File: src/core/rsm_pkg.sv
// Purpose: Shared constants for the receive slot mask and interrupt enable block
// Assumes: APB with 32-bit data, byte addresses in the low eight address bits
// Notes: Condition index 0..6 is overrun, sync error, clock fail, DMA error,
//        last slot, data ready, frame start
package rsm_pkg;

    // ------------------------------------------------------------
    // Register offsets
    // ------------------------------------------------------------
    localparam logic [7:0] OFF_SLOT_MASK = 8'h78;
    localparam logic [7:0] OFF_INT_ENABLE = 8'h7c;
    localparam logic [7:0] OFF_STATUS = 8'h80;

    // ------------------------------------------------------------
    // Reset values and field layout
    // ------------------------------------------------------------
    localparam logic [31:0] RST_SLOT_MASK = 32'h0000_0000;
    localparam logic [31:0] RST_INT_ENABLE = 32'h0000_0000;
    localparam logic [31:0] INT_ENABLE_WMASK = 32'h0000_00bf;
    localparam int NUM_COND = 7;
    localparam int COND_OVERRUN = 0;
    localparam int COND_SYNC_ERR = 1;
    localparam int COND_CLK_FAIL = 2;
    localparam int COND_DMA_ERR = 3;
    localparam int COND_LAST = 4;
    localparam int COND_DATA = 5;
    localparam int COND_FRAME = 6;
    localparam int ST_SLOT_ACTIVE = 3;
    localparam int ST_ERROR_ANY = 8;

    // ------------------------------------------------------------
    // Bit position of a condition in the enable register
    // ------------------------------------------------------------
    function automatic int en_pos(input int cond);
        case (cond)
            COND_FRAME: en_pos = 7;
            default: en_pos = cond;
        endcase
    endfunction : en_pos

    // ------------------------------------------------------------
    // Bit position of a condition in the status register
    // ------------------------------------------------------------
    function automatic int st_pos(input int cond);
        case (cond)
            COND_DMA_ERR: st_pos = 7;
            COND_FRAME: st_pos = 6;
            default: st_pos = cond;
        endcase
    endfunction : st_pos

endpackage : rsm_pkg

File: src/core/rsm_flag_cell.sv
// Purpose: One sticky status flag, set by hardware, cleared by software
// Assumes: Set and clear are one-cycle pulses on clk
// Notes: A set in the clearing cycle keeps the flag high
module rsm_flag_cell (
    // Clock and reset
    input wire logic clk,
    input wire logic rst,
    // Control
    input wire logic set_pulse,
    input wire logic clear_pulse,
    // State
    output logic flag
);

    typedef struct packed {
        logic flag;
    } rsm_cell_state_type;

    rsm_cell_state_type state_reg;
    rsm_cell_state_type state_next;

    // ------------------------------------------------------------
    // Next state
    // ------------------------------------------------------------
    always_comb begin
        state_next = state_reg;
        if (set_pulse) begin
            state_next.flag = 1'b1;
        end else if (clear_pulse) begin
            state_next.flag = 1'b0;
        end
    end

    always_ff @(posedge clk) begin
        if (rst) begin
            state_reg <= '0;
        end else begin
            state_reg <= state_next;
        end
    end

    assign flag = state_reg.flag;
endmodule : rsm_flag_cell

File: src/core/rsm_top.sv
// Purpose: Receive slot mask, receive status flags and receive interrupt gate
// Assumes: APB slave, one clock, event inputs come from logic on clk
// Notes: Notes on behaviour follow
//
// Notes on behaviour
// - Slot mask bit n set makes receive slot n active; clear makes it inactive.
// - Interrupt asserts for any set condition whose enable is one; never otherwise.
// - Enable bit 7 gates frame start onto the interrupt.
// - Enable bit 5 gates data ready onto the interrupt.
// - Enable bit 4 gates last slot onto the interrupt.
// - Enable bit 3 gates DMA error onto the interrupt.
// - Enable bit 2 gates clock failure onto the interrupt.
// - Enable bit 1 gates unexpected frame sync onto the interrupt.
// - Enable bit 0 gates overrun onto the interrupt.
// - Enable bits 31 to 8 and 6 read zero; writes there do nothing.
// - Each condition sets its own flag; writing one clears it.
// - A set in the same cycle as a clear wins.
module rsm_top (
    // Clock and reset
    input wire logic clk,
    input wire logic rst,
    // APB slave
    input wire logic psel,
    input wire logic penable,
    input wire logic pwrite,
    input wire logic [7:0] paddr,
    input wire logic [31:0] pwdata,
    input wire logic [3:0] pstrb,
    output logic [31:0] prdata,
    output logic pready,
    output logic pslverr,
    // Receive conditions
    input wire logic rx_frame_start,
    input wire logic rx_data_ready,
    input wire logic rx_final_slot,
    input wire logic rx_dma_error,
    input wire logic rx_clock_fail,
    input wire logic rx_sync_error,
    input wire logic rx_overrun,
    // Slot sequencer
    input wire logic rx_slot_strobe,
    input wire logic [4:0] rx_slot_index,
    output logic rx_slot_active,
    // Interrupt
    output logic rx_interrupt
);

    typedef struct packed {
        logic [31:0] rx_slot_mask;
        logic [31:0] rx_int_enable;
        logic slot_active;
        logic irq;
        logic ready;
        logic [31:0] rdata;
        logic slverr;
    } rsm_state_type;

    rsm_state_type state_reg;
    rsm_state_type state_next;

    logic [rsm_pkg::NUM_COND-1:0] cond_event;
    logic [rsm_pkg::NUM_COND-1:0] cond_flag;
    logic [rsm_pkg::NUM_COND-1:0] cond_clear;
    logic [rsm_pkg::NUM_COND-1:0] cond_enable;
    logic [31:0] status_value;
    logic setup_phase;
    logic access_done;
    logic irq_cause;

    // ------------------------------------------------------------
    // Condition vector and bus phases
    // ------------------------------------------------------------
    assign cond_event[rsm_pkg::COND_OVERRUN] = rx_overrun;
    assign cond_event[rsm_pkg::COND_SYNC_ERR] = rx_sync_error;
    assign cond_event[rsm_pkg::COND_CLK_FAIL] = rx_clock_fail;
    assign cond_event[rsm_pkg::COND_DMA_ERR] = rx_dma_error;
    assign cond_event[rsm_pkg::COND_LAST] = rx_final_slot;
    assign cond_event[rsm_pkg::COND_DATA] = rx_data_ready;
    assign cond_event[rsm_pkg::COND_FRAME] = rx_frame_start;

    assign setup_phase = psel && !penable;
    assign access_done = psel && penable && state_reg.ready;

    // ------------------------------------------------------------
    // Status flags
    // ------------------------------------------------------------
    genvar gi;
    generate
        for (gi = 0; gi < rsm_pkg::NUM_COND; gi++) begin : g_flag
            assign cond_clear[gi] = access_done && pwrite && (paddr == rsm_pkg::OFF_STATUS) &&
                pwdata[rsm_pkg::st_pos(gi)];
            assign cond_enable[gi] = state_reg.rx_int_enable[rsm_pkg::en_pos(gi)];
            rsm_flag_cell u_flag (
                .clk(clk),
                .rst(rst),
                .set_pulse(cond_event[gi]),
                .clear_pulse(cond_clear[gi]),
                .flag(cond_flag[gi])
            );
        end
    endgenerate

    always_comb begin
        status_value = 32'h0000_0000;
        for (int i = 0; i < rsm_pkg::NUM_COND; i++) begin
            status_value[rsm_pkg::st_pos(i)] = cond_flag[i];
        end
        status_value[rsm_pkg::ST_SLOT_ACTIVE] = state_reg.slot_active;
        status_value[rsm_pkg::ST_ERROR_ANY] = cond_flag[rsm_pkg::COND_OVERRUN] |
            cond_flag[rsm_pkg::COND_SYNC_ERR] | cond_flag[rsm_pkg::COND_CLK_FAIL] |
            cond_flag[rsm_pkg::COND_DMA_ERR];
    end

    assign irq_cause = |(cond_flag & cond_enable);

    // ------------------------------------------------------------
    // Next state
    // ------------------------------------------------------------
    always_comb begin
        state_next = state_reg;
        state_next.ready = setup_phase;
        state_next.irq = irq_cause;
        if (rx_slot_strobe) begin
            state_next.slot_active = state_reg.rx_slot_mask[rx_slot_index];
        end
        if (setup_phase) begin
            state_next.slverr = 1'b0;
            state_next.rdata = 32'h0000_0000;
            case (paddr)
                rsm_pkg::OFF_SLOT_MASK: begin
                    state_next.rdata = pwrite ? 32'h0000_0000 : state_reg.rx_slot_mask;
                end
                rsm_pkg::OFF_INT_ENABLE: begin
                    state_next.rdata = pwrite ? 32'h0000_0000 :
                        (state_reg.rx_int_enable & rsm_pkg::INT_ENABLE_WMASK);
                end
                rsm_pkg::OFF_STATUS: begin
                    state_next.rdata = pwrite ? 32'h0000_0000 : status_value;
                end
                default: begin
                    state_next.slverr = 1'b1;
                end
            endcase
        end else if (!access_done) begin
            state_next.slverr = 1'b0;
        end
        if (access_done && pwrite) begin
            for (int b = 0; b < 4; b++) begin
                if (pstrb[b]) begin
                    if (paddr == rsm_pkg::OFF_SLOT_MASK) begin
                        state_next.rx_slot_mask[b*8 +: 8] = pwdata[b*8 +: 8];
                    end
                    if (paddr == rsm_pkg::OFF_INT_ENABLE) begin
                        state_next.rx_int_enable[b*8 +: 8] =
                            pwdata[b*8 +: 8] & rsm_pkg::INT_ENABLE_WMASK[b*8 +: 8];
                    end
                end
            end
        end
    end

    always_ff @(posedge clk) begin
        if (rst) begin
            state_reg <= '0;
            state_reg.rx_slot_mask <= rsm_pkg::RST_SLOT_MASK;
            state_reg.rx_int_enable <= rsm_pkg::RST_INT_ENABLE;
        end else begin
            state_reg <= state_next;
        end
    end

    // ------------------------------------------------------------
    // Outputs
    // ------------------------------------------------------------
    assign prdata = state_reg.rdata;
    assign pready = state_reg.ready;
    assign pslverr = state_reg.slverr;
    assign rx_slot_active = state_reg.slot_active;
    assign rx_interrupt = state_reg.irq;
endmodule : rsm_top

File: config.mk
export PLATFORM = sky130hd
export DESIGN_NAME = rsm_top
export DESIGN_NICKNAME = d
export VERILOG_FILES = /design/src/core/rsm_pkg.sv /design/src/core/rsm_flag_cell.sv /design/src/core/rsm_top.sv
export SDC_FILE = /design/constraint.sdc
export NUM_CORES = 1
export LEC_CHECK = 0
export BUFFER_PORTS_ARGS = -buffer_cell sky130_fd_sc_hd__buf_2
export CAP_MARGIN = 20
export CORE_MARGIN = 4
export CORE_UTILIZATION = 28
export DETAILED_ROUTE_END_ITERATION = 10
export PLACE_DENSITY = 0.45
export SLEW_MARGIN = 10
export SYNTH_ARGS = -nofsm -noshare
export SYNTH_HDL_FRONTEND = slang
export SYNTH_SLANG_ARGS = --single-unit
File: constraint.sdc
create_clock -name clk -period 1.45 [get_ports clk]
set_input_delay 0.145 -clock clk [delete_from_list [all_inputs] [get_ports clk]]
set_output_delay 0.145 -clock clk [all_outputs]
set_load 0.02 [all_outputs]
# --- Word level (Yosys, flattened, before mapping) ---
# Cells that the tools add are included.
# Widths: inputs -> output; s select.
word_totals:
  elab_cells: 76
  inputBits: 62
  output_inout_bits: 36
  ff_bits: 82
classes:
  n_eq_ne: 4
  order_cmp: 1
  mux: 23
  n_reduce_logical: 27
  bitwise: 4
ops:
  columns: ["operator", "n"]
  rows:
  - ["$pmux 32 s3", 1]
  - ["$mux 32", 1]
  - ["$mux 1", 18]
  - ["$eq 8x7->1 const B", 2]
  - ["$reduce_and 3->1", 5]
  - ["$reduce_bool 2->1", 7]
  - ["$logic_and 1x1->1", 12]
  - ["$mux 9", 1]
  - ["$eq 8x8->1 const B", 1]
  - ["$mux 8", 1]
  - ["$and 7x7->7", 1]
  - ["$reduce_or 7->1", 1]
  - ["$lt 5x6->1 const B", 1]
  - ["$bmux 1 s5", 1]
  - ["$or 1x1->1", 3]
  - ["$reduce_or 3->1", 1]
  - ["$ne 2x2->1 const B", 1]
  - ["$logic_not 1->1", 1]

# --- Depth between registers and ports, before layout ---
# Gate-level depths: netlist of the first run.
logic_depth:
  ltp_word: 7
  depth_mapped: 7
  depth_no_buf: 5

# --- Modules after synthesis ---
# From an unflattened synthesis of the first run, not the netlist that was laid out.
hier_totals:
  hier_cells: 438
  hier_area_um2: 3900.0
modules_own_cells:
  columns: ["module", "n_inst", "area_per_inst_um2", "cells_each", "seq_area_each_um2"]
  rows:
  - ["rsm_top", 1, 3628.5, 410, 1501.4]
  - ["rsm_flag_cell", 7, 38.8, 4, 20.0]

# --- Least setup slack after synthesis of the first run ---
# OpenSTA, ideal clock, no wires.
synth_timing:
  path_kind: "reg2reg"
  from: "register state_reg, in the netlist pready"
  to: "register state_reg, in the netlist cond_enable[0]"
  setup_time_ps: 128
  synth_period_minus_slack_ps: 1606
  required_time_ps: 1322
  stages_incl_launch_ff: 6
  t_arrival_ps: 1478
  path_buffers: 1
  setup_slack_ps: -156
  path_cell_list: "dfxtp_1 > nand4_1 > or4_1 > buf_2 > mux2i_1 > nor2_1"
synth_between:
  elab_chain_cells: 3
synth_rtl:
  columns: ["item", "line", "source"]
  rows:
  - ["from (decl)", "rsm_top.sv:58", "rsm_state_type state_reg;"]
  - ["from (signal assigned)", "rsm_top.sv:168", "state_reg <= state_next;"]
  - ["$logic_and 1x1->1", "rsm_top.sv:82", "assign access_done = psel && penable && state_reg.ready;"]
  - ["$logic_and 1x1->1", "rsm_top.sv:147", "if (access_done && pwrite) begin"]
  - ["$reduce_and 3->1 (no source line)", null, null]
# No other way between the ends.
# A chain may end at the register's enable or synchronous reset.

# --- Worst setup path in the final report of the first run ---
# Same ends and word-level chain as after synthesis.

==> impl_metrics.xml, run 1 <==
<?xml version="1.0" encoding="UTF-8"?>
<metrics>
  <group name="yosys">
    <metric name="ys.flop_type" unit="">sky130_fd_sc_hd__dfxtp_1</metric>
    <metric name="synthCells" unit="">418</metric>
    <metric name="mappedNetlistNets" unit="">480</metric>
    <metric name="seq_area_frac_synth" unit="%">43.9</metric>
    <metric name="synth-edff-count" unit="">0</metric>
    <metric name="synth-async-reset-ratio" unit="%">0</metric>
    <metric name="synthesis.yosys.warnings" unit="">0</metric>
    <metric name="synthesis.area_per_instance" unit="sq um">8.95</metric>
    <metric name="synth.cell_area" unit="sq um">3740</metric>
    <metric name="synth-seq-cells" unit="">82</metric>
    <metric name="netlist-cell-type-count" unit="">36</metric>
  </group>
  <group name="final_layout">
    <metric name="num_antenna_cells" unit="">0</metric>
    <metric name="layout-area-overhead-vs-synth" unit="%">27.4</metric>
    <metric name="final_nets" unit="">562</metric>
    <metric name="post_route_cells_drive_above_1_share" unit="%">30.5</metric>
  </group>
  <group name="timing">
    <metric name="worst_slack" unit="ps">13.2</metric>
    <metric name="shortest_clock_period_the_worst_path_allows_after_layout" unit="ps">1440</metric>
    <metric name="fin_worst_hold_slack" unit="ps">19.4</metric>
    <metric name="finalClockSkew" unit="ps">8.17</metric>
    <metric name="unrepaired_setup_endpoints_after_global_routing" unit="">yes</metric>
    <metric name="timing.final.hold_violations" unit="">0</metric>
    <metric name="tightest_slew" unit="ps">338</metric>
    <metric name="setup_viol" unit="">0</metric>
    <metric name="relSlewSlack" unit="%">77.2</metric>
    <metric name="maxClockFrequency" unit="MHz">696</metric>
    <metric name="final_min_period_over_clock_period" unit="%">99.1</metric>
    <metric name="setup-tns-final" unit="ps">0</metric>
    <metric name="drv_slew" unit="">0</metric>
  </group>
  <group name="critical_path">
    <metric name="timing.critical_path.cells" unit="">nand4_1 &gt; or4_4 &gt; mux2i_1 &gt; nor2_1</metric>
    <metric name="path_max_fanout" unit="">7</metric>
    <metric name="timing.critical_path.buf_inv" unit="">0</metric>
    <metric name="critPathArrivalTime" unit="ps">1650</metric>
    <metric name="critical_path.slowest_cell" unit="">sky130_fd_sc_hd__or4_4</metric>
    <metric name="r2r_cells" unit="">4</metric>
    <metric name="worst_reg2reg_path_endpoint" unit="">cond_enable[0]</metric>
    <metric name="path_class" unit="">register to register</metric>
    <metric name="worst-endpoint-required" unit="ps">1660</metric>
    <metric name="start_kind" unit="">register</metric>
    <metric name="cp_slowest_stage_delay" unit="ps">600</metric>
    <metric name="endpoint_kind" unit="">register</metric>
    <metric name="timing.rr.start" unit="">pready</metric>
    <metric name="critical_path.top_delay_family" unit="">simple AND/OR/NAND/NOR gates</metric>
    <metric name="regToRegSetupSlack" unit="ps">10</metric>
  </group>
  <group name="clock_network">
    <metric name="clock_tree.root_cell" unit="">sky130_fd_sc_hd__clkbuf_16</metric>
    <metric name="latest_clock_arrival_within_the_worst_skew_pair" unit="ps">330</metric>
    <metric name="htree_num_levels" unit="">3</metric>
    <metric name="cts-buffers-inserted" unit="">9</metric>
    <metric name="clock_tree.buffer_depth" unit="">2</metric>
    <metric name="cts_num_sinks" unit="">82</metric>
    <metric name="tritoncts_clock_tree" unit="">done</metric>
    <metric name="clkTransAtPathRegs" unit="ps">70</metric>
  </group>
  <group name="power">
    <metric name="power.static_leakage" unit="nW">2.20</metric>
    <metric name="power_density_normalized_to_cell_area" unit="nW/um^2">1080</metric>
    <metric name="vdd_drop_max" unit="mV">0.528</metric>
  </group>
  <group name="routing">
    <metric name="route.detailed.drc" unit="">0</metric>
    <metric name="drt.antenna.violating_nets" unit="">0</metric>
    <metric name="route.vias.total" unit="">3210</metric>
    <metric name="route.detailed.wl_per_inst" unit="um">15.8</metric>
    <metric name="drt-initial-drc-count" unit="">191</metric>
    <metric name="detail_route.first_pass.iterations" unit="">4</metric>
    <metric name="post_drt_via_cell_ratio" unit="">4.74</metric>
    <metric name="drt_wl_total" unit="um">10700</metric>
  </group>
  <group name="global_route">
    <metric name="grt_pass1_wl" unit="um">16800</metric>
    <metric name="grt_start_max_net_pins" unit="">57</metric>
    <metric name="antenna_found_initial" unit="">0</metric>
    <metric name="grt_remaining_overflow" unit="">0</metric>
    <metric name="grt_usage" unit="%">14.3</metric>
    <metric name="first_global_vias" unit="">3221</metric>
  </group>
  <group name="floorplan">
    <metric name="fp.dieH" unit="um">124</metric>
    <metric name="fp.dieW" unit="um">124</metric>
    <metric name="io_pins" unit="">98</metric>
    <metric name="design.core.area" unit="sq um">12800</metric>
    <metric name="die_area" unit="sq um">15300</metric>
    <metric name="effective_utilization_at_floorplan" unit="%">29.2</metric>
    <metric name="floorplan.rows" unit="">41</metric>
  </group>
  <group name="placement">
    <metric name="pre_cts_ws" unit="ps">-249</metric>
    <metric name="port-buffer-count" unit="">97</metric>
    <metric name="routabilityCongestion" unit="">0.871</metric>
    <metric name="detailedPlacementHpwl" unit="um">8110</metric>
  </group>
  <group name="run">
    <metric name="max_cap_violations" unit="">0</metric>
  </group>
  <group name="run_status">
    <metric name="run_status" unit="">complete, no violations</metric>
  </group>
  <group name="worst_hold_path">
    <metric name="hold_class" unit="">input pin to register</metric>
    <metric name="min_to" unit="">g_flag[2].u_flag.flag</metric>
    <metric name="hold_path.startpoint" unit="">rx_clock_fail</metric>
    <metric name="worst_hold_path_cells" unit="">3</metric>
  </group>
</metrics>
[kinds of logic after synthesis]
logic type | Yosys count | share of synthesized area, %
buffers and inverters | 59 | 9.60
and+or+nand+nor | 151 | 19.4
muxes | 55 | 14.7
DFF | 82 | 43.9
AOI/OAI and AO/OA | 71 | 12.4
[worst reg2reg max path: stages (launching register included)]
cell and delay, ps:
sky130_fd_sc_hd__dfxtp_4 350, sky130_fd_sc_hd__nand4_1 120, sky130_fd_sc_hd__or4_4 600, sky130_fd_sc_hd__mux2i_1 190
sky130_fd_sc_hd__nor2_1 50
[per-stage QoR]
step / area (sq um) / power (W) / std cells / util (%)
finish: 4760 / 0.00514 / 677 / 37.2
detailed placement: 4370 / 0.00267 / 659 / 34.1
global route: 4760 / 0.00532 / 677 / 37.2
CTS: 4720 / 0.00522 / 677 / 36.8
global placement: 4370 / 0.00267 / 659 / 34.1
floorplan: 3770 / 0.00248 / 418 / -
[Yosys cell counts (2+ instances only)]
cell	count	area, sq um
sky130_fd_sc_hd__dfxtp_1	82	1640
sky130_fd_sc_hd__o21ai_0	4	20.0
sky130_fd_sc_hd__mux2i_1	55	551
sky130_fd_sc_hd__nor2_1	75	282
sky130_fd_sc_hd__and4b_1	2	20.0
sky130_fd_sc_hd__nand3_1	11	55.1
sky130_fd_sc_hd__and2_1	2	12.5
sky130_fd_sc_hd__nor3_1	2	10.0
sky130_fd_sc_hd__a21oi_1	26	130
sky130_fd_sc_hd__buf_2	5	25.0
sky130_fd_sc_hd__and3_1	8	50.1
sky130_fd_sc_hd__a22oi_1	30	225
sky130_fd_sc_hd__o211ai_1	3	22.5
sky130_fd_sc_hd__clkbuf_1	19	71.3
sky130_fd_sc_hd__nand2_1	27	101
sky130_fd_sc_hd__nand2b_1	3	18.8
sky130_fd_sc_hd__buf_4	33	248
sky130_fd_sc_hd__a21o_1	2	15.0
sky130_fd_sc_hd__nand3b_1	8	60.1
sky130_fd_sc_hd__nor2b_1	3	18.8
sky130_fd_sc_hd__and4_1	2	17.5
sky130_fd_sc_hd__or3_1	2	12.5
[cell usage in the layout (no fill, tap or decap), types with 3 or more instances in the layout]
cell type / count
sky130_fd_sc_hd__mux2i_1: 54
sky130_fd_sc_hd__nor2b_1: 3
sky130_fd_sc_hd__nand2_1: 24
sky130_fd_sc_hd__nand3b_1: 8
sky130_fd_sc_hd__and3_1: 8
sky130_fd_sc_hd__a22oi_1: 30
sky130_fd_sc_hd__o211ai_1: 3
sky130_fd_sc_hd__nand2b_1: 3
sky130_fd_sc_hd__buf_4: 28
sky130_fd_sc_hd__nand3_1: 11
sky130_fd_sc_hd__nand2_8: 3
sky130_fd_sc_hd__buf_2: 97
sky130_fd_sc_hd__o21ai_0: 4
sky130_fd_sc_hd__dfxtp_1: 81
sky130_fd_sc_hd__clkbuf_16: 9
sky130_fd_sc_hd__nor2_1: 75
sky130_fd_sc_hd__buf_12: 3
sky130_fd_sc_hd__a21oi_1: 26
[where the power goes]
part,internal (W),switching (W),total (W)
Clock,0.00157,0.000946,0.00251
Sequential,0.00227,0.0000216,0.00229
Combinational,0.000148,0.000190,0.000338
Total,0.00398,0.00116,0.00514
[worst max path at each step]
| stage | from | end | depth (start not counted) |
|---|---|---|---|
| global route | pready | cond_enable[6] | 4 |
| detailed placement | paddr[7] | cond_enable[0] | 6 |
| global placement | paddr[7] | cond_enable[2] | 6 |
| CTS | pready | state_reg[85] | 5 |
| floorplan | paddr[7] | cond_enable[2] | 7 |
| finish | pready | cond_enable[0] | 4 |
[what timing repair did]
| action | 4_1_cts | 5_1_grt |
|---|---|---|
| setup endpoints to repair | 31 | 36 |
| endpoints found under the hold margin | 1 | 0 |
| gates resized for setup | 2 | 7 |
| buffers inserted | 1 | 0 |
| hold buffers | 1 | 0 |
| pin swaps | 1 | 3 |
[layout make-up]
class,count,area (sq um)
sequential,82,1650
multi-input combinational,277,1810
fill,1336,8060
timing repair buffer,129,766
clock buffer,11,243
inverter,1,3.75
tap,172,215
clock inverter,5,85.1
[layer usage]
layer  part of all wire (%)  vias up  wire length, um  GRT usage [%]
met4                   0.81        0               87           4.57
met3                    5.1        4              543           3.27
met1                     50     1530             5320           19.9
met2                     44       71             4760           21.8
met5                      0        -                0              0
li1                       -     1605                -              -
Power figures use the tool's default switching activity.
==> inputs of run 2 (changes only) <==
RECOVER_POWER = 100   (was not set)
==> impl_metrics.xml, run 2 (synthesis gave the netlist of run 1 again) <==
<?xml version="1.0" encoding="UTF-8"?>
<metrics>
  <group name="final_layout">
    <metric name="num_antenna_cells" unit="">0</metric>
    <metric name="final_nets" unit="">562</metric>
    <metric name="layout-area-overhead-vs-synth" unit="%">25.5</metric>
    <metric name="post_route_cells_drive_above_1_share" unit="%">23.0</metric>
    <metric name="final_common_cell" unit="">sky130_fd_sc_hd__dfxtp_1</metric>
    <metric name="layout.cells.most_common_list" unit="">sky130_fd_sc_hd__dfxtp_1 (81), sky130_fd_sc_hd__nor2_1 (75), sky130_fd_sc_hd__buf_2 (62)</metric>
  </group>
  <group name="routing">
    <metric name="route.vias.total" unit="">3223</metric>
    <metric name="post_drt_via_cell_ratio" unit="">4.76</metric>
    <metric name="route.detailed.drc" unit="">0</metric>
    <metric name="drt_wl_total" unit="um">10700</metric>
    <metric name="detail_route.first_pass.iterations" unit="">4</metric>
    <metric name="drt.antenna.violating_nets" unit="">0</metric>
    <metric name="drt-initial-drc-count" unit="">163</metric>
    <metric name="route.detailed.wl_per_inst" unit="um">15.8</metric>
  </group>
  <group name="critical_path">
    <metric name="endpoint_kind" unit="">register</metric>
    <metric name="start_kind" unit="">register</metric>
    <metric name="path_max_fanout" unit="">7</metric>
    <metric name="path_class" unit="">register to register</metric>
    <metric name="worst-endpoint-required" unit="ps">1660</metric>
    <metric name="critPathArrivalTime" unit="ps">1650</metric>
    <metric name="r2r_cells" unit="">4</metric>
  </group>
  <group name="placement">
    <metric name="detailedPlacementHpwl" unit="um">8110</metric>
    <metric name="port-buffer-count" unit="">97</metric>
    <metric name="routabilityCongestion" unit="">0.871</metric>
  </group>
  <group name="timing">
    <metric name="relSlewSlack" unit="%">63.1</metric>
    <metric name="fin_worst_hold_slack" unit="ps">19.1</metric>
    <metric name="setup_viol" unit="">0</metric>
    <metric name="setup-tns-final" unit="ps">0</metric>
    <metric name="drv_slew" unit="">0</metric>
    <metric name="final_min_period_over_clock_period" unit="%">99.4</metric>
    <metric name="maxClockFrequency" unit="MHz">694</metric>
    <metric name="finalClockSkew" unit="ps">7.16</metric>
    <metric name="timing.final.hold_violations" unit="">0</metric>
    <metric name="tightest_slew" unit="ps">554</metric>
    <metric name="shortest_clock_period_the_worst_path_allows_after_layout" unit="ps">1440</metric>
    <metric name="unrepaired_setup_endpoints_after_global_routing" unit="">yes</metric>
  </group>
  <group name="global_route">
    <metric name="first_global_vias" unit="">3221</metric>
    <metric name="grt_start_max_net_pins" unit="">57</metric>
    <metric name="grt_remaining_overflow" unit="">0</metric>
    <metric name="grt_usage" unit="%">14.3</metric>
    <metric name="grt_pass1_wl" unit="um">16800</metric>
    <metric name="antenna_found_initial" unit="">0</metric>
  </group>
  <group name="power">
    <metric name="power.share.switching" unit="%">22.4</metric>
    <metric name="design_power_total" unit="W">0.00513</metric>
    <metric name="power.combinational.fraction" unit="%">6.4</metric>
    <metric name="power_switching" unit="W">0.00115</metric>
    <metric name="power.static_leakage" unit="nW">2.03</metric>
    <metric name="seq_power_share" unit="%">44.7</metric>
    <metric name="p_clk_share" unit="%">48.9</metric>
    <metric name="power_density_normalized_to_cell_area" unit="nW/um^2">1090</metric>
    <metric name="vdd_drop_max" unit="mV">0.524</metric>
    <metric name="power.internal" unit="W">0.00398</metric>
  </group>
  <group name="floorplan">
    <metric name="floorplan.rows" unit="">41</metric>
    <metric name="design.core.area" unit="sq um">12800</metric>
    <metric name="effective_utilization_at_floorplan" unit="%">29.2</metric>
    <metric name="die_area" unit="sq um">15300</metric>
    <metric name="fp.dieW" unit="um">124</metric>
    <metric name="fp.dieH" unit="um">124</metric>
    <metric name="io_pins" unit="">98</metric>
  </group>
  <group name="run">
    <metric name="max_cap_violations" unit="">0</metric>
  </group>
  <group name="worst_hold_path">
    <metric name="hold_class" unit="">input pin to register</metric>
    <metric name="worst_hold_path_cells" unit="">3</metric>
  </group>
  <group name="run_status">
    <metric name="run_status" unit="">complete, no violations</metric>
  </group>
  <group name="clock_network">
    <metric name="latest_clock_arrival_within_the_worst_skew_pair" unit="ps">330</metric>
    <metric name="cts_num_sinks" unit="">82</metric>
    <metric name="clock_tree.root_cell" unit="">sky130_fd_sc_hd__clkbuf_16</metric>
    <metric name="htree_num_levels" unit="">3</metric>
    <metric name="clkTransAtPathRegs" unit="ps">70</metric>
    <metric name="tritoncts_clock_tree" unit="">done</metric>
    <metric name="cts-buffers-inserted" unit="">9</metric>
    <metric name="clock_tree.buffer_depth" unit="">2</metric>
  </group>
</metrics>
run 2: changes by cell type in the layout (fill, tap and decap cells not counted):
| cell | change |
|---|---|
| sky130_fd_sc_hd__clkbuf_1 | +38 |
| sky130_fd_sc_hd__buf_2 | -35 |
| sky130_fd_sc_hd__buf_4 | -5 |
| sky130_fd_sc_hd__clkbuf_4 | +2 |
| sky130_fd_sc_hd__nand2_4 | +1 |
| sky130_fd_sc_hd__nand2_8 | -1 |
| sky130_fd_sc_hd__nor4b_2 | +1 |
| sky130_fd_sc_hd__nor4b_4 | -1 |
run 2: final cells by class:
class,instances,area [sq um]
tap,172,215
sequential,82,1650
inverter,1,3.75
multi-input combinational,277,1790
fill,1355,8130
clock buffer,11,243
clock inverter,5,85.1
timing repair buffer,129,711
run 2: layer usage:
| layer | global-route usage (%) | share of wire (%) | vias to the layer above |
|---|---|---|---|
| met5 | 0 | 0 | - |
| met1 | 19.9 | 49 | 1521 |
| li1 | - | - | 1606 |
| met3 | 3.27 | 5.6 | 11 |
| met4 | 4.57 | 1.3 | 0 |
| met2 | 21.8 | 44 | 85 |
run 2: final timing paths:
path | slack [ps] | to | start
max | 9 | cond_enable[0] | pready
min | 20 | g_flag[2].u_flag.flag | rx_clock_fail
max reg2reg | 9 | cond_enable[0] | pready
min reg2reg | 450 | prdata[5] | prdata[5]
run 2: repair_timing:
| item | in CTS | in global routing |
|---|---|---|
| pin swaps | 1 | 3 |
| setup endpoints to repair | 31 | 36 |
| gates cloned | 0 | 0 |
| hold buffers | 1 | 0 |
| gates resized for setup | 2 | 7 |
| endpoints found under the hold margin | 1 | 0 |
| buffers inserted | 1 | 0 |
run 2: power by group through the flow:
| stage | logic, W | clock network [W] | registers [W] |
|---|---|---|---|
| floorplan | 0.000142 | 0 | 0.00234 |
| global placement | 0.000328 | 0 | 0.00234 |
| detailed placement | 0.000333 | 0 | 0.00234 |
| CTS | 0.000338 | 0.00260 | 0.00229 |
| global route | 0.000363 | 0.00266 | 0.00229 |
| finish | 0.000330 | 0.00251 | 0.00229 |
run 2: worst max-delay path, stage by stage, from the launching register on:
cell and delay, ps:
sky130_fd_sc_hd__dfxtp_4 350, sky130_fd_sc_hd__nand4_1 120, sky130_fd_sc_hd__or4_4 600, sky130_fd_sc_hd__mux2i_1 190, sky130_fd_sc_hd__nor2_1 50
run 2: per-stage QoR:
step	cells	worst slack [ps]	utilization, %	area (sq um)
floorplan	418	-75.9	-	3770
global placement	659	-202	34.1	4370
detailed placement	659	-249	34.1	4370
CTS	677	-67.1	36.8	4720
global route	677	-69.9	36.6	4690
finish	677	9.32	36.6	4690
==> inputs of run 3 (changes only) <==
PLACE_DENSITY = 0.44   (was 0.45)
clock period = 1.7 ns   (was 1.45 ns; I/O delays follow)
==> impl_metrics.xml, run 3 (synthesis gave the netlist of run 1 again) <==
<?xml version="1.0" encoding="UTF-8"?>
<metrics>
  <group name="routing">
    <metric name="detail_route.first_pass.iterations" unit="">5</metric>
    <metric name="route.detailed.wl_per_inst" unit="um">16.0</metric>
    <metric name="drt_wl_total" unit="um">10600</metric>
    <metric name="route.vias.total" unit="">3109</metric>
    <metric name="drt.antenna.violating_nets" unit="">0</metric>
    <metric name="post_drt_via_cell_ratio" unit="">4.67</metric>
    <metric name="route.detailed.drc" unit="">0</metric>
    <metric name="drt-initial-drc-count" unit="">116</metric>
  </group>
  <group name="floorplan">
    <metric name="effective_utilization_at_floorplan" unit="%">29.2</metric>
    <metric name="design.core.area" unit="sq um">12800</metric>
    <metric name="fp.dieW" unit="um">124</metric>
    <metric name="io_pins" unit="">98</metric>
    <metric name="fp.dieH" unit="um">124</metric>
    <metric name="floorplan.rows" unit="">41</metric>
    <metric name="die_area" unit="sq um">15300</metric>
  </group>
  <group name="final_layout">
    <metric name="layout.cells.most_common_list" unit="">sky130_fd_sc_hd__dfxtp_1 (82), sky130_fd_sc_hd__nor2_1 (76), sky130_fd_sc_hd__buf_2 (62)</metric>
    <metric name="post_route_cells_drive_above_1_share" unit="%">19.8</metric>
    <metric name="final_nets" unit="">551</metric>
    <metric name="final_common_cell" unit="">sky130_fd_sc_hd__dfxtp_1</metric>
    <metric name="layout-area-overhead-vs-synth" unit="%">21.0</metric>
    <metric name="num_antenna_cells" unit="">0</metric>
  </group>
  <group name="critical_path">
    <metric name="endpoint_kind" unit="">register</metric>
    <metric name="timing.rr.start" unit="">pready</metric>
    <metric name="start_kind" unit="">register</metric>
    <metric name="regToRegSetupSlack" unit="ps">140</metric>
    <metric name="path_class" unit="">register to register</metric>
    <metric name="worst_reg2reg_path_endpoint" unit="">cond_enable[1]</metric>
    <metric name="path_max_fanout" unit="">7</metric>
    <metric name="r2r_cells" unit="">5</metric>
    <metric name="worst-endpoint-required" unit="ps">1920</metric>
    <metric name="critPathArrivalTime" unit="ps">1780</metric>
  </group>
  <group name="power">
    <metric name="seq_power_share" unit="%">47.0</metric>
    <metric name="power.static_leakage" unit="nW">1.95</metric>
    <metric name="power.combinational.fraction" unit="%">6.2</metric>
    <metric name="vdd_drop_max" unit="mV">0.463</metric>
    <metric name="power_density_normalized_to_cell_area" unit="nW/um^2">919</metric>
    <metric name="power.share.switching" unit="%">22.4</metric>
    <metric name="power_switching" unit="W">0.000933</metric>
    <metric name="p_clk_share" unit="%">46.7</metric>
    <metric name="design_power_total" unit="W">0.00416</metric>
    <metric name="power.internal" unit="W">0.00323</metric>
  </group>
  <group name="timing">
    <metric name="shortest_clock_period_the_worst_path_allows_after_layout" unit="ps">1560</metric>
    <metric name="relSlewSlack" unit="%">62.6</metric>
    <metric name="unrepaired_setup_endpoints_after_global_routing" unit="">no</metric>
    <metric name="maxClockFrequency" unit="MHz">643</metric>
    <metric name="drv_slew" unit="">0</metric>
    <metric name="finalClockSkew" unit="ps">5.45</metric>
    <metric name="timing.final.hold_violations" unit="">0</metric>
    <metric name="final_min_period_over_clock_period" unit="%">91.5</metric>
    <metric name="setup_viol" unit="">0</metric>
    <metric name="tightest_slew" unit="ps">561</metric>
    <metric name="fin_worst_hold_slack" unit="ps">39.2</metric>
  </group>
  <group name="placement">
    <metric name="routabilityCongestion" unit="">0.841</metric>
    <metric name="port-buffer-count" unit="">97</metric>
    <metric name="detailedPlacementHpwl" unit="um">7980</metric>
  </group>
  <group name="clock_network">
    <metric name="tritoncts_clock_tree" unit="">done</metric>
    <metric name="htree_num_levels" unit="">3</metric>
    <metric name="cts-buffers-inserted" unit="">9</metric>
    <metric name="cts_num_sinks" unit="">82</metric>
    <metric name="clkTransAtPathRegs" unit="ps">60</metric>
    <metric name="latest_clock_arrival_within_the_worst_skew_pair" unit="ps">330</metric>
    <metric name="clock_tree.root_cell" unit="">sky130_fd_sc_hd__clkbuf_16</metric>
    <metric name="clock_tree.buffer_depth" unit="">2</metric>
    <metric name="post_cts_resized" unit="">0</metric>
  </group>
  <group name="worst_hold_path">
    <metric name="worst_hold_path_cells" unit="">3</metric>
    <metric name="min_to" unit="">g_flag[1].u_flag.flag</metric>
    <metric name="hold_path.startpoint" unit="">rx_sync_error</metric>
    <metric name="hold_class" unit="">input pin to register</metric>
  </group>
  <group name="global_route">
    <metric name="grt_remaining_overflow" unit="">0</metric>
    <metric name="antenna_found_initial" unit="">0</metric>
    <metric name="first_global_vias" unit="">3043</metric>
    <metric name="grt_start_max_net_pins" unit="">34</metric>
    <metric name="grt_usage" unit="%">14.2</metric>
    <metric name="grt_pass1_wl" unit="um">16500</metric>
  </group>
  <group name="run_status">
    <metric name="run_status" unit="">complete, no violations</metric>
  </group>
  <group name="run">
    <metric name="max_cap_violations" unit="">0</metric>
  </group>
</metrics>
[run 3: worst max-delay path: stages (launching register included)]
cell	delay [ps]
sky130_fd_sc_hd__dfxtp_1	370
sky130_fd_sc_hd__nand4_1	140
sky130_fd_sc_hd__or4_1	500
sky130_fd_sc_hd__buf_2	220
sky130_fd_sc_hd__mux2i_1	160
sky130_fd_sc_hd__nor2_1	50
[run 3: metal layers]
metal  share of wire (%)  track usage [%]  up-vias
li1                    -                -     1574
met1                  50             20.3     1456
met2                  44             21.1       73
met3                 4.9             2.82        6
met4                 1.0             4.98        0
met5                   0                0        -
[run 3: worst max-delay path by stage]
stage / cells past startpoint / endpoint / start
after detailed placement: 7 / cond_enable[0] / paddr[7]
after floorplan: 5 / cond_enable[0] / pready
final: 5 / cond_enable[1] / pready
after global routing: 5 / cond_enable[6] / pready
after global placement: 7 / cond_enable[5] / paddr[7]
after CTS: 5 / cond_enable[1] / pready
[run 3: final cells by class]
cell class | count | area [sq um]
fill | 1393 | 8300
timing repair buffer | 118 | 639
clock buffer | 12 | 246
inverter | 1 | 3.75
sequential | 82 | 1640
tap | 172 | 215
clock inverter | 4 | 51.3
multi-input combinational | 277 | 1730
[run 3: power groups by stage]
stage	registers, W	clock network (W)	logic (W)
6_report	0.00196	0.00194	0.000260
5_1_grt	0.00196	0.00209	0.000289
4_1_cts	0.00195	0.00201	0.000265
3_5_place_dp	0.00200	0	0.000264
3_3_place_gp	0.00200	0	0.000263
2_1_floorplan	0.00199	0	0.000119
[run 3: metrics by stage]
step | TNS (ps) | instance area [sq um] | instances | setup WS (ps) | util [%]
after global placement | 0 | 4290 | 649 | 0.472 | 33.4
after floorplan | 0 | 3740 | 418 | 94.0 | -
after global routing | 0 | 4530 | 666 | 23.4 | 35.3
after detailed placement | -77.4 | 4290 | 649 | -16.4 | 33.4
after CTS | 0 | 4580 | 665 | 79.4 | 35.7
final | 0 | 4530 | 666 | 144 | 35.3
[run 3: timing repair]
| action | CTS | global route |
|---|---|---|
| buffers inserted | 0 | 1 |
| setup endpoints to repair | 0 | 4 |
| hold buffers | 0 | 0 |
| hold endpoints to repair | 0 | 0 |
